File: src/pkg/pca_defs.vh
/*
 * Constants for the counter array with capture/compare modules.
 * Assumes inclusion by bare name from the design files.
 */
`ifndef PCA_DEFS_VH
`define PCA_DEFS_VH

`define PCA_NUM_MOD      6
`define PCA_WD_MOD       5
// Time base clock source select
`define PCA_SRC_DIV12    3'h0
`define PCA_SRC_DIV4     3'h1
`define PCA_SRC_T0OVF    3'h2
`define PCA_SRC_EXTCNT   3'h3
`define PCA_SRC_SYSCLK   3'h4
`define PCA_SRC_XOSC8    3'h5
`define PCA_DIV12_LAST   4'hB
`define PCA_DIV4_LAST    4'h3
`define PCA_DIV8_LAST    4'h7
// Module modes
`define PCA_MODE_OFF     3'h0
`define PCA_MODE_CAPT    3'h1
`define PCA_MODE_SWTMR   3'h2
`define PCA_MODE_HSO     3'h3
`define PCA_MODE_FREQ    3'h4
`define PCA_MODE_PWM     3'h5
// Capture edge select bits
`define PCA_EDGE_POS     0
`define PCA_EDGE_NEG     1
// PWM width select
`define PCA_PWM_8        3'h0
`define PCA_PWM_9        3'h1
`define PCA_PWM_10       3'h2
`define PCA_PWM_11       3'h3
`define PCA_PWM_16       3'h4
// Reset values
`define PCA_CNT_RST      16'h0000
`define PCA_WD_LIMIT_RST 16'hFFFF

`endif

File: src/verilog/pca_module.v
/*
 * One capture/compare module: capture, software timer, high-speed
 * output, frequency output and PWM. Assumes a synchronised, one-cycle
 * wide time base tick and an already synchronised capture input.
 */
`include "pca_defs.vh"

module pca_module (
    input  wire        sys_clk,
    input  wire        srst,
    input  wire [2:0]  mode,
    input  wire [1:0]  edge_sel,
    input  wire [2:0]  pwm_width,
    input  wire [15:0] cmp_val,
    input  wire        tick,
    input  wire [15:0] count,
    input  wire        cap_in,
    output reg  [15:0] cap_q,
    output reg         flag_q,
    output reg         out_q
);
    reg         cap_prev_q;
    reg  [7:0]  freq_cnt_q;
    wire        rise = cap_in & ~cap_prev_q;
    wire        fall = ~cap_in & cap_prev_q;
    wire        match = tick && (count == cmp_val);
    reg  [15:0] pwm_mask;
    reg  [15:0] pwm_cnt;
    reg  [15:0] pwm_cmp;

    always @* begin
        case (pwm_width)
            `PCA_PWM_8:  pwm_mask = 16'h00FF;
            `PCA_PWM_9:  pwm_mask = 16'h01FF;
            `PCA_PWM_10: pwm_mask = 16'h03FF;
            `PCA_PWM_11: pwm_mask = 16'h07FF;
            default:     pwm_mask = 16'hFFFF;
        endcase
        pwm_cnt = count & pwm_mask;
        pwm_cmp = cmp_val & pwm_mask;
    end

    always @(posedge sys_clk) begin
        if (srst) begin
            cap_prev_q <= 1'b0;
            cap_q      <= 16'h0000;
            flag_q     <= 1'b0;
            out_q      <= 1'b0;
            freq_cnt_q <= 8'h00;
        end else begin
            cap_prev_q <= cap_in;
            flag_q     <= 1'b0;
            case (mode)
                `PCA_MODE_CAPT: begin
                    if ((rise && edge_sel[`PCA_EDGE_POS]) ||
                        (fall && edge_sel[`PCA_EDGE_NEG])) begin
                        cap_q  <= count;
                        flag_q <= 1'b1;
                    end
                end
                `PCA_MODE_SWTMR: begin
                    if (match)
                        flag_q <= 1'b1;
                end
                `PCA_MODE_HSO: begin
                    if (match) begin
                        flag_q <= 1'b1;
                        out_q  <= ~out_q;
                    end
                end
                `PCA_MODE_FREQ: begin
                    // Half period is low byte of compare plus one, in time base ticks
                    if (tick) begin
                        if (freq_cnt_q == cmp_val[7:0]) begin
                            freq_cnt_q <= 8'h00;
                            out_q      <= ~out_q;
                        end else begin
                            freq_cnt_q <= freq_cnt_q + 8'h01;
                        end
                    end
                end
                `PCA_MODE_PWM: begin
                    out_q <= (pwm_cnt >= pwm_cmp);
                    if (tick && (pwm_cnt == pwm_mask))
                        flag_q <= 1'b1;
                end
                default: begin
                    out_q <= 1'b0;
                end
            endcase
        end
    end
endmodule

File: src/verilog/pca_top.v
/*
 * Counter array: shared 16-bit time base, six capture/compare modules,
 * module five watchdog. Assumes pins reach it through the crossbar and
 * that por_rst comes from the power-on reset circuit.
 */
`include "pca_defs.vh"

module pca_top (
    input  wire        sys_clk,
    input  wire        srst,
    input  wire        por_rst,
    input  wire        run,
    input  wire [2:0]  clk_src,
    input  wire        t0_ovf,
    input  wire        external_count_input,
    input  wire        ext_osc,
    input  wire [17:0] mode_flat,
    input  wire [11:0] edge_flat,
    input  wire [17:0] pwm_flat,
    input  wire [95:0] cmp_flat,
    input  wire [5:0]  cap_pin,
    input  wire        wd_disable,
    input  wire        wd_service,
    input  wire [15:0] wd_limit,
    output reg  [15:0] count_q,
    output reg         ovf_q,
    output reg  [95:0] cap_flat_q,
    output reg  [5:0]  flag_q,
    output reg  [5:0]  out_pin_q,
    output reg         wd_active_q,
    output reg         wd_reset_q
);
    reg  [1:0]  eci_sync_q;
    reg  [1:0]  xosc_sync_q;
    reg  [11:0] cap_sync_q;
    reg         eci_prev_q;
    reg         xosc_prev_q;
    reg  [3:0]  pre_q;
    reg  [2:0]  xdiv_q;
    reg         tick;
    reg         tick_src;
    reg         wd_locked_q;
    reg         wd_en_q;
    reg  [15:0] wd_cnt_q;
    wire [95:0] mod_cap;
    wire [5:0]  mod_flag;
    wire [5:0]  mod_out;
    wire [5:0]  cap_in;
    wire        eci_rise  = eci_sync_q[1] & ~eci_prev_q;
    wire        xosc_rise = xosc_sync_q[1] & ~xosc_prev_q;
    integer     i;

    // Pins from the crossbar, two-stage synchronised
    always @(posedge sys_clk) begin
        if (srst) begin
            eci_sync_q  <= 2'b00;
            xosc_sync_q <= 2'b00;
            cap_sync_q  <= 12'h000;
            eci_prev_q  <= 1'b0;
            xosc_prev_q <= 1'b0;
        end else begin
            eci_sync_q  <= {eci_sync_q[0], external_count_input};
            xosc_sync_q <= {xosc_sync_q[0], ext_osc};
            for (i = 0; i < `PCA_NUM_MOD; i = i + 1) begin
                cap_sync_q[2*i]   <= cap_pin[i];
                cap_sync_q[2*i+1] <= cap_sync_q[2*i];
            end
            eci_prev_q  <= eci_sync_q[1];
            xosc_prev_q <= xosc_sync_q[1];
        end
    end

    genvar g;
    generate
        for (g = 0; g < `PCA_NUM_MOD; g = g + 1) begin : g_sync
            assign cap_in[g] = cap_sync_q[2*g+1];
        end
    endgenerate

    // Source select; prescaler free-runs so the counter steps once per period
    always @* begin
        case (clk_src)
            `PCA_SRC_DIV12:  tick_src = (pre_q == `PCA_DIV12_LAST);
            `PCA_SRC_DIV4:   tick_src = (pre_q[1:0] == `PCA_DIV4_LAST);
            `PCA_SRC_T0OVF:  tick_src = t0_ovf;
            `PCA_SRC_EXTCNT: tick_src = eci_rise;
            `PCA_SRC_SYSCLK: tick_src = 1'b1;
            `PCA_SRC_XOSC8:  tick_src = xosc_rise && (xdiv_q == `PCA_DIV8_LAST);
            default:         tick_src = 1'b0;
        endcase
        tick = tick_src & run;
    end

    always @(posedge sys_clk) begin
        if (srst) begin
            pre_q   <= 4'h0;
            xdiv_q  <= 3'h0;
            count_q <= `PCA_CNT_RST;
            ovf_q   <= 1'b0;
        end else begin
            if (pre_q == `PCA_DIV12_LAST)
                pre_q <= 4'h0;
            else
                pre_q <= pre_q + 4'h1;
            if (xosc_rise)
                xdiv_q <= xdiv_q + 3'h1;
            ovf_q <= 1'b0;
            if (tick) begin
                count_q <= count_q + 16'h0001;
                if (count_q == 16'hFFFF)
                    ovf_q <= 1'b1;
            end
        end
    end

    generate
        for (g = 0; g < `PCA_NUM_MOD; g = g + 1) begin : g_mod
            pca_module u_mod (
                .sys_clk   (sys_clk),
                .srst      (srst),
                .mode      (mode_flat[3*g +: 3]),
                .edge_sel  (edge_flat[2*g +: 2]),
                .pwm_width (pwm_flat[3*g +: 3]),
                .cmp_val   (cmp_flat[16*g +: 16]),
                .tick      (tick),
                .count     (count_q),
                .cap_in    (cap_in[g]),
                .cap_q     (mod_cap[16*g +: 16]),
                .flag_q    (mod_flag[g]),
                .out_q     (mod_out[g])
            );
        end
    endgenerate

    // Lock survives system reset; only power-on reset clears it
    always @(posedge sys_clk) begin
        if (por_rst)
            wd_locked_q <= 1'b0;
        else if (wd_disable)
            wd_locked_q <= 1'b1;
    end

    always @(posedge sys_clk) begin
        if (srst || por_rst) begin
            // A locked watchdog must not come back for even one cycle
            wd_en_q    <= por_rst | ~wd_locked_q;
            wd_cnt_q   <= 16'h0000;
            wd_reset_q <= 1'b0;
        end else begin
            if (wd_disable || wd_locked_q)
                wd_en_q <= 1'b0;
            wd_reset_q <= 1'b0;
            if (!wd_en_q || wd_service) begin
                wd_cnt_q <= 16'h0000;
            end else if (tick) begin
                if (wd_cnt_q == wd_limit)
                    wd_reset_q <= 1'b1;
                else
                    wd_cnt_q <= wd_cnt_q + 16'h0001;
            end
        end
    end

    // Module five flag and output pin are overridden while the watchdog owns it
    always @(posedge sys_clk) begin
        if (srst) begin
            cap_flat_q  <= 96'h0;
            flag_q      <= 6'h00;
            out_pin_q   <= 6'h00;
            wd_active_q <= 1'b0;
        end else begin
            cap_flat_q  <= mod_cap;
            flag_q      <= mod_flag;
            out_pin_q   <= mod_out;
            wd_active_q <= wd_en_q;
            if (wd_en_q) begin
                flag_q[`PCA_WD_MOD]    <= 1'b0;
                out_pin_q[`PCA_WD_MOD] <= 1'b0;
            end
        end
    end
endmodule

File: config.mk
export PLATFORM = sky130hd
export DESIGN_NAME = pca_top
export DESIGN_NICKNAME = d
export VERILOG_FILES = /design/src/verilog/pca_module.v /design/src/verilog/pca_top.v
export VERILOG_INCLUDE_DIRS = /design/src /design/src/pkg
export SDC_FILE = /design/constraint.sdc
export NUM_CORES = 1
export LEC_CHECK = 0
export ABC_AREA = 1
export BUFFER_PORTS_ARGS = -buffer_cell sky130_fd_sc_hd__buf_4
export CAP_MARGIN = 20
export CORE_MARGIN = 3
export CORE_UTILIZATION = 45
export DETAILED_ROUTE_END_ITERATION = 8
export PLACE_DENSITY = 0.66
export SYNTH_ARGS = -nofsm -noshare
export SYNTH_HDL_FRONTEND = slang
export SYNTH_SLANG_ARGS = --single-unit
File: constraint.sdc
create_clock -name sys_clk -period 2.5 [get_ports sys_clk]
set_input_delay 0.75 -clock sys_clk [delete_from_list [all_inputs] [get_ports sys_clk]]
set_output_delay 0.75 -clock sys_clk [all_outputs]
set_load 0.02 [all_outputs]
==> results of run 1 <==
==> layout make-up <==
type / count / area (µm²)
inverter: 397 / 1490
clock inverter: 21 / 253
clock buffer: 48 / 1060
timing repair buffer: 371 / 2890
multi-input combinational: 1664 / 8680
fill: 3618 / 16000
antenna: 4 / 10.0
sequential: 332 / 6660
tap: 511 / 639
==> synth_stat cells (3+ instances only) <==
cell      count
nand3b_1      3
ha_1        107
clkbuf_1     73
o21a_1        8
o21bai_1      4
clkinv_1      3
nand2_2       7
nor3_1       27
nor2_2        4
nor3b_1       6
xor2_1       40
nor4_1        8
a211oi_1      3
nand4_1      41
nor2_4        4
nand3_1      92
o21ai_1       8
or2_2        12
nand2_1     494
buf_2        12
dfxtp_1     331
o211ai_1      3
nor3_2        4
xnor2_1      49
a21oi_1     229
buf_6         4
nor2_1      339
inv_1       393
o21ai_0     158
==> registers in the layout, indices dropped and copies added, names as in the netlist, 12 cells and up <==
name,flops
g_mod.u_mod.cap_q,96
wd_cnt_q,16
g_mod.u_mod.freq_cnt_q,48
count_q,16
cap_flat_q,96
cap_sync_q,12
==> worst paths after layout <==
check / from / depth (start not counted) / endpoint
worst max register to register: xdiv_q[0]$_SDFFE_PP0N_ / 14 / g_mod[0].u_mod.freq_cnt_q[4]$_SDFFE_PP0P_
worst min-delay path: por_rst / 2 / wd_locked_q$_SDFFE_PP0P_
worst max-delay path: count_q[13]$_SDFFE_PP0P_ / 3 / count_q[13]
worst min register to register: cap_sync_q[0]$_SDFF_PP0_ / 2 / cap_sync_q[1]$_SDFF_PP0_
==> through the flow <==
step | worst slack, ns | instances | power (µW)
global route | 0.00707 | 3347 | 12900
finish | 0.116 | 3348 | 12400
detailed placement | 0.00711 | 3275 | 6670
floorplan | 0.318 | 2488 | 6140
CTS | 0.111 | 3344 | 12500
global placement | 0.0310 | 3275 | 6640
==> repair_timing <==
action	CTS	global route
gates resized for setup	2	1
endpoints found under the hold margin	0	0
hold buffers	0	0
pin swaps	0	0
setup endpoints to repair	2	4
==> layer usage <==
layer  vias to the layer above  part of all wire  track usage
li1                       8480                 -            -
met1                      7605              0.43        0.339
met2                       581              0.46        0.442
met3                       126             0.066       0.0482
met4                         2             0.038        0.101
met5                         -           0.00025            0
==> power groups by stage <==
stage	registers, µW	clock network (µW)	logic, µW
after floorplan	5540	0	599
after global placement	5530	0	1120
after detailed placement	5530	0	1140
after CTS	5410	5940	1150
after global routing	5420	6150	1300
final	5410	5800	1150
==> logic make-up after synthesis <==
family                   count (synthesis)  share of synthesized area
flip-flops                             332                      0.386
AO/OA/AOI/OAI                          424                      0.128
adder cells (fa/ha/maj)                107                     0.0777
AND/OR/NAND/NOR                       1044                      0.253
buffers and inverters                  492                      0.110
XOR/XNOR                                89                     0.0452
==> worst register-to-register path, stage by stage, from the launching register on <==
cell      delay [ns]
dfxtp_1         0.32
ha_1            0.20
ha_1            0.18
nand3_1         0.09
nand2_1         0.05
nand2_1         0.05
nand2_1         0.10
inv_2           0.09
nor2_4          0.04
buf_12          0.17
nand2_1         0.21
clkinv_1        0.23
nand3_1         0.15
xor2_1          0.16
nor2_1          0.06
==> run_results.csv, run 1 <==
group,metric,value,unit
outcome,status,"finished clean",
yosys,synthArstFlopShare,0,
floorplan,die_y,202,µm
timing,rsz0062_at_grt,"no",
power_and_ir_drop,power_switching,3050,µW
floorplan,initial_core_util,0.457,
worst_setup_path,critPathSlowestCell,"dfxtp_2",
worst_setup_path,path_buf_inv,3,
grt,grt_start_max_net_pins,105,
grt,grt_pass1_wl,85800,µm
timing,fmax,420,MHz
timing,setup_violations,0,
power_and_ir_drop,p_per_area,570,mW/mm²
cells_and_area,postLayoutCoreUtil,0.576,
yosys,synth_seq_cells,332,
worst_setup_path,critPathLaunchType,"flop",
cells_and_area,layout_common_cells,"nand2_1 (494), inv_1 (392), buf_4 (362), nor2_1 (339), dfxtp_1 (329)",
drt,first_iter_violations,1112,
worst_setup_path,worst_path_largest_cell_delay,0.55,ns
yosys,yosysTopAreaCell,"dfxtp_1",
worst_setup_path,critPathTopFamily,"flip-flops",
timing,drv_slew,0,
clocking,clkLatencyLatePin,0.57,ns
place,gp_congestion,0.915,
power_and_ir_drop,intPower,9320,µW
timing,final.min_clock_period,2.38,ns
worst_setup_path,path_cells,"buf_4, buf_4, buf_4",
clocking,cts_htree_levels,2,
timing,fin_skew,0.0240,ns
yosys,synth_top_area_share,0.385,
worst_hold_path,hold_path_class,"input port to flop",
timing,fin_tns_setup,0,ns
yosys,syn_avg_cell_area,6.92,µm²
cells_and_area,area_growth_syn_to_layout,25.9,%
worst_setup_path,cpMostUsedCell,"buf_4",
timing,hold_ws,0.357,ns
cells_and_area,finalNetCount,3090,
clocking,cts-buffers-inserted,39,
power_and_ir_drop,power_frac_seq,0.438,
yosys,ys_types,44,
clocking,post_cts_buffers,0,
yosys,synth.area.top_cells,"dfxtp_1 (38%), nand2_1 (11%), inv_1 (8.6%)",
grt,grt_pass1_vias,15946,
clocking,root_buffer,"clkbuf_16",
drt,wl_per_cell,16.4,µm
floorplan,ios,305,
worst_setup_path,worst-r2r-setup-slack,0.29,ns
place,placed_cell_area,0.0204,mm²
drt,drcViolationCount,0,
timing,maxSlewHeadroom,0.468,
clocking,cts_tree,"built",
worst_setup_path,crit_required,1.75,ns
place,place_hpwl,40500,µm
drt,ant_nets,0,
power_and_ir_drop,ir_drop,0.444,mV
place,io_buffers,304,
grt,overflow,0,
timing,fin_crit_sh,0.954,
power_and_ir_drop,swShare,0.246,
worst_setup_path,path_max_fanout,10,
cells_and_area,layout_commonest_cell,"nand2_1",
yosys,yosysWarnings,0,
yosys,ys_seq_area_frac,0.386,
yosys,synthCells,2488,
job,max_cap_viol_count,0,
worst_setup_path,worstSetupEndpointType,"primary output",
yosys,synth_edf_count,1,
floorplan,rows,71,
worst_setup_path,crit_type,"flop to primary output",
clocking,clk_pin_slew,0.06,ns
timing,hold_viol_final,0,
yosys,synth_area,0.0172,mm²
floorplan,dieArea,0.0407,mm²
drt,via_per_inst,5.02,
grt,grt_antenna_before_repair,5,
yosys,synth_ff_type,"dfxtp_1",
cells_and_area,drive_gt1_frac,0.167,
drt,drtPass1Iterations,6,
timing,worst_pin_slew,0.797,ns
drt,vias,16794,
worst_setup_path,cp.arrival,1.63,ns
power_and_ir_drop,pwr-share-clk,0.469,
cells_and_area,fin_area,0.0217,mm²
clocking,cts_buffer_depth,3,
power_and_ir_drop,comb_power_share,0.093,
clocking,cts_sinks,332,
floorplan,dieWidth,202,µm
yosys,synth_fp_nets,2773,
floorplan,coreArea,0.0377,mm²
grt,grtUsageTotal,0.264,
drt,wl,55000,µm
power_and_ir_drop,cellLeakagePower,0.0104,µW
(Power assumes the default switching activity.)
==> inputs of run 2 (changes only) <==
--- a/config.mk
+++ b/config.mk
@@ -6,13 +6,12 @@
 export SDC_FILE = /design/constraint.sdc
 export NUM_CORES = 1
 export LEC_CHECK = 0
-export ABC_AREA = 1
 export BUFFER_PORTS_ARGS = -buffer_cell sky130_fd_sc_hd__buf_4
 export CAP_MARGIN = 20
 export CORE_MARGIN = 3
 export CORE_UTILIZATION = 45
 export DETAILED_ROUTE_END_ITERATION = 8
-export PLACE_DENSITY = 0.66
+export PLACE_DENSITY = 0.67
 export SYNTH_ARGS = -nofsm -noshare
 export SYNTH_HDL_FRONTEND = slang
 export SYNTH_SLANG_ARGS = --single-unit
==> run 2 against run 1 <==
Critical path depth rose by 5. Clock-buffer cell count rose by 3. Clock power fell by 12%. Largest power group is now sequential cells. Final area fell by 2.9%.
==> run_results.csv, run 2 <==
group,metric,value,unit
power_and_ir_drop,cellLeakagePower,0.00896,µW
floorplan,ios,305,
place,place_ws,-0.190,ns
clocking,cts_tree,"built",
worst_setup_path,path_buf_inv,2,
worst_setup_path,cp-endpoint,"g_mod[4].u_mod.out_q$_SDFFE_PP0P_",
clocking,cts_buffer_depth,3,
worst_setup_path,crit_required,2.91,ns
yosys,synth_ff_type,"dfxtp_1",
worst_setup_path,path_depth,8,
worst_setup_path,path_max_fanout,7,
worst_setup_path,worst-r2r-setup-slack,0.14,ns
worst_setup_path,cp.arrival,2.77,ns
timing,fin_skew,0.0124,ns
floorplan,initial_core_util,0.458,
timing,fin_crit_sh,0.943,
yosys,yosysTopAreaCell,"dfxtp_1",
worst_setup_path,crit_type,"flop to flop",
floorplan,coreArea,0.0357,mm²
drt,drtPass1Iterations,5,
power_and_ir_drop,p_per_area,543,mW/mm²
worst_setup_path,worst_path_largest_cell_delay,0.57,ns
worst_setup_path,reg2regPathDepth,8,
cells_and_area,fin_cells,2663,
worst_setup_path,critPathTopFamily,"simple AND/OR/NAND/NOR gates",
yosys,synthCells,1821,
clocking,cts_htree_levels,2,
worst_setup_path,startpoint,"count_q[5]$_SDFFE_PP0P_",
clocking,root_buffer,"clkbuf_16",
timing,setup_violations,0,
job,max_cap_viol_count,0,
worst_hold_path,hold_path_class,"input port to flop",
grt,grt_antenna_before_repair,2,
floorplan,rows,69,
timing,hold_ws,0.412,ns
timing,hold_viol_final,0,
yosys,synthTopCellsByCount,"dfxtp_1 (331), nor2_1 (222), nor2b_1 (145)",
worst_setup_path,path_cells,"buf_4, ha_1, nand4_1, or4_1, nor4_1, buf_4, a2bb2oi_1, mux2i_1",
worst_setup_path,r2r-start,"count_q[5]$_SDFFE_PP0P_",
worst_hold_path,min-delay-start,"por_rst",
floorplan,dieWidth,197,µm
yosys,synth.area.top_cells,"dfxtp_1 (41%), ha_1 (8.2%), mux2i_1 (6.3%)",
clocking,clk_pin_slew,0.06,ns
yosys,synth_top_area_share,0.405,
grt,grtUsageTotal,0.242,
yosys,synth_fp_nets,2106,
drt,vias,14100,
outcome,status,"finished clean",
drt,via_per_inst,5.29,
grt,overflow,0,
drt,wl,48400,µm
clocking,cts_sinks,332,
timing,fmax,424,MHz
cells_and_area,layout_common_cells,"buf_4 (400), dfxtp_1 (327), nor2_1 (222), nor2b_1 (145), xnor2_1 (106)",
worst_setup_path,critPathLaunchType,"flop",
cells_and_area,layout_commonest_cell,"buf_4",
yosys,yosysWarnings,0,
place,place_hpwl,36200,µm
clocking,clkLatencyLatePin,0.53,ns
cells_and_area,drive_gt1_frac,0.231,
cells_and_area,area_growth_syn_to_layout,28.8,%
yosys,synthArstFlopShare,0,
cells_and_area,finalNetCount,2464,
drt,ant_nets,0,
timing,maxSlewHeadroom,0.642,
place,placed_cell_area,0.0199,mm²
cells_and_area,fin_area,0.0211,mm²
yosys,synth_seq_cells,332,
yosys,synth_most_common_cell,"dfxtp_1",
drt,first_iter_violations,794,
worst_setup_path,worstSetupEndpointType,"flop",
drt,drcViolationCount,0,
timing,fin_ws,0.142,ns
yosys,ys_types,63,
yosys,ys_seq_area_frac,0.407,
timing,drv_slew,0,
place,io_buffers,304,
clocking,hold_buffers,0,
yosys,syn_avg_cell_area,8.97,µm²
place,gp_congestion,0.898,
timing,worst_pin_slew,0.523,ns
drt,wl_per_cell,18.2,µm
worst_setup_path,worstReg2RegEnd,"g_mod[4].u_mod.out_q$_SDFFE_PP0P_",
place,dp.cells,2599,
floorplan,dieArea,0.0386,mm²
grt,grt_pass1_wl,74400,µm
yosys,synth_area,0.0163,mm²
timing,fin_tns_setup,0,ns
cells_and_area,reg_top3,"cap_flat_q: 96 flops, g_mod.u_mod.cap_q: 96 flops, g_mod.u_mod.freq_cnt_q: 48 flops",
worst_setup_path,critPathSlowestCell,"or4_1",
yosys,synth_edf_count,1,
grt,grt_start_max_net_pins,99,
floorplan,die_y,197,µm
grt,grt_pass1_vias,13717,
worst_setup_path,cpMostUsedCell,"buf_4",
timing,final.min_clock_period,2.36,ns
power_and_ir_drop,ir_drop,0.479,mV
clocking,cts-buffers-inserted,36,
## run 2: cells by family (layout without fill, tap and decap cells)
group,Yosys count,after routing,synth area share
AO/OA/AOI/OAI,205,205,0.0802
XOR/XNOR,168,168,0.0900
adder cells (fa/ha/maj),107,107,0.0819
buffers and inverters,161,541,0.0399
flip-flops,332,332,0.407
multiplexers,108,108,0.0665
other,0,1,0
AND/OR/NAND/NOR,740,740,0.234
## run 2: timing repair
item                                    in CTS  in global routing
gates resized for setup                      1                  8
cloned                                       0                  0
setup buffers                                0                  3
endpoints found under the setup margin       1                 25
hold endpoints to repair                     0                  0
## run 2: power breakdown
group / switching [µW] / internal (µW)
logic: 522 / 475
registers: 21.5 / 5330
clock network: 2160 / 2930
## run 2: metrics by stage
step / utilization / total power, µW
final: 0.590 / 11400
after global routing: 0.590 / 11900
after CTS: 0.588 / 11500
after detailed placement: 0.557 / 6440
after global placement: 0.557 / 6420
after floorplan: - / 5930
## run 2: final cells by class
cell class / count / area, µm²
flip-flops and latches: 332 / 6660
multi-input cells: 1328 / 9150
clock buffers: 51 / 1010
inverters: 65 / 248
well taps: 461 / 577
repair buffers: 416 / 3300
clock inverters: 9 / 109
diodes: 1 / 2.50
fillers: 3133 / 14600
## run 2: worst min path at each step
stage,to,slack [ns],depth (start not counted)
final,wd_locked_q$_SDFFE_PP0P_,0.41,2
after global routing,wd_locked_q$_SDFFE_PP0P_,0.40,2
after CTS,wd_locked_q$_SDFFE_PP0P_,0.40,2
after detailed placement,cap_sync_q[9]$_SDFF_PP0_,0.42,1
after global placement,eci_sync_q[1]$_SDFF_PP0_,0.42,1
after floorplan,pre_q[0]$_SDFF_PP0_,0.41,1
## run 2: worst reg2reg max path: stages (launching register included)
cell and delay (ns):
dfxtp_1 0.38, buf_4 0.23, ha_1 0.32, nand4_1 0.12, or4_1 0.57, nor4_1 0.27, buf_4 0.18, a2bb2oi_1 0.06
mux2i_1 0.12
## run 2: layer usage
| metal | track usage | wire (µm) |
|---|---|---|
| met1 | 0.324 | 21600 |
| met2 | 0.409 | 22700 |
| met3 | 0.0441 | 3190 |
| met4 | 0.0591 | 991 |
| met5 | 0 | 17 |
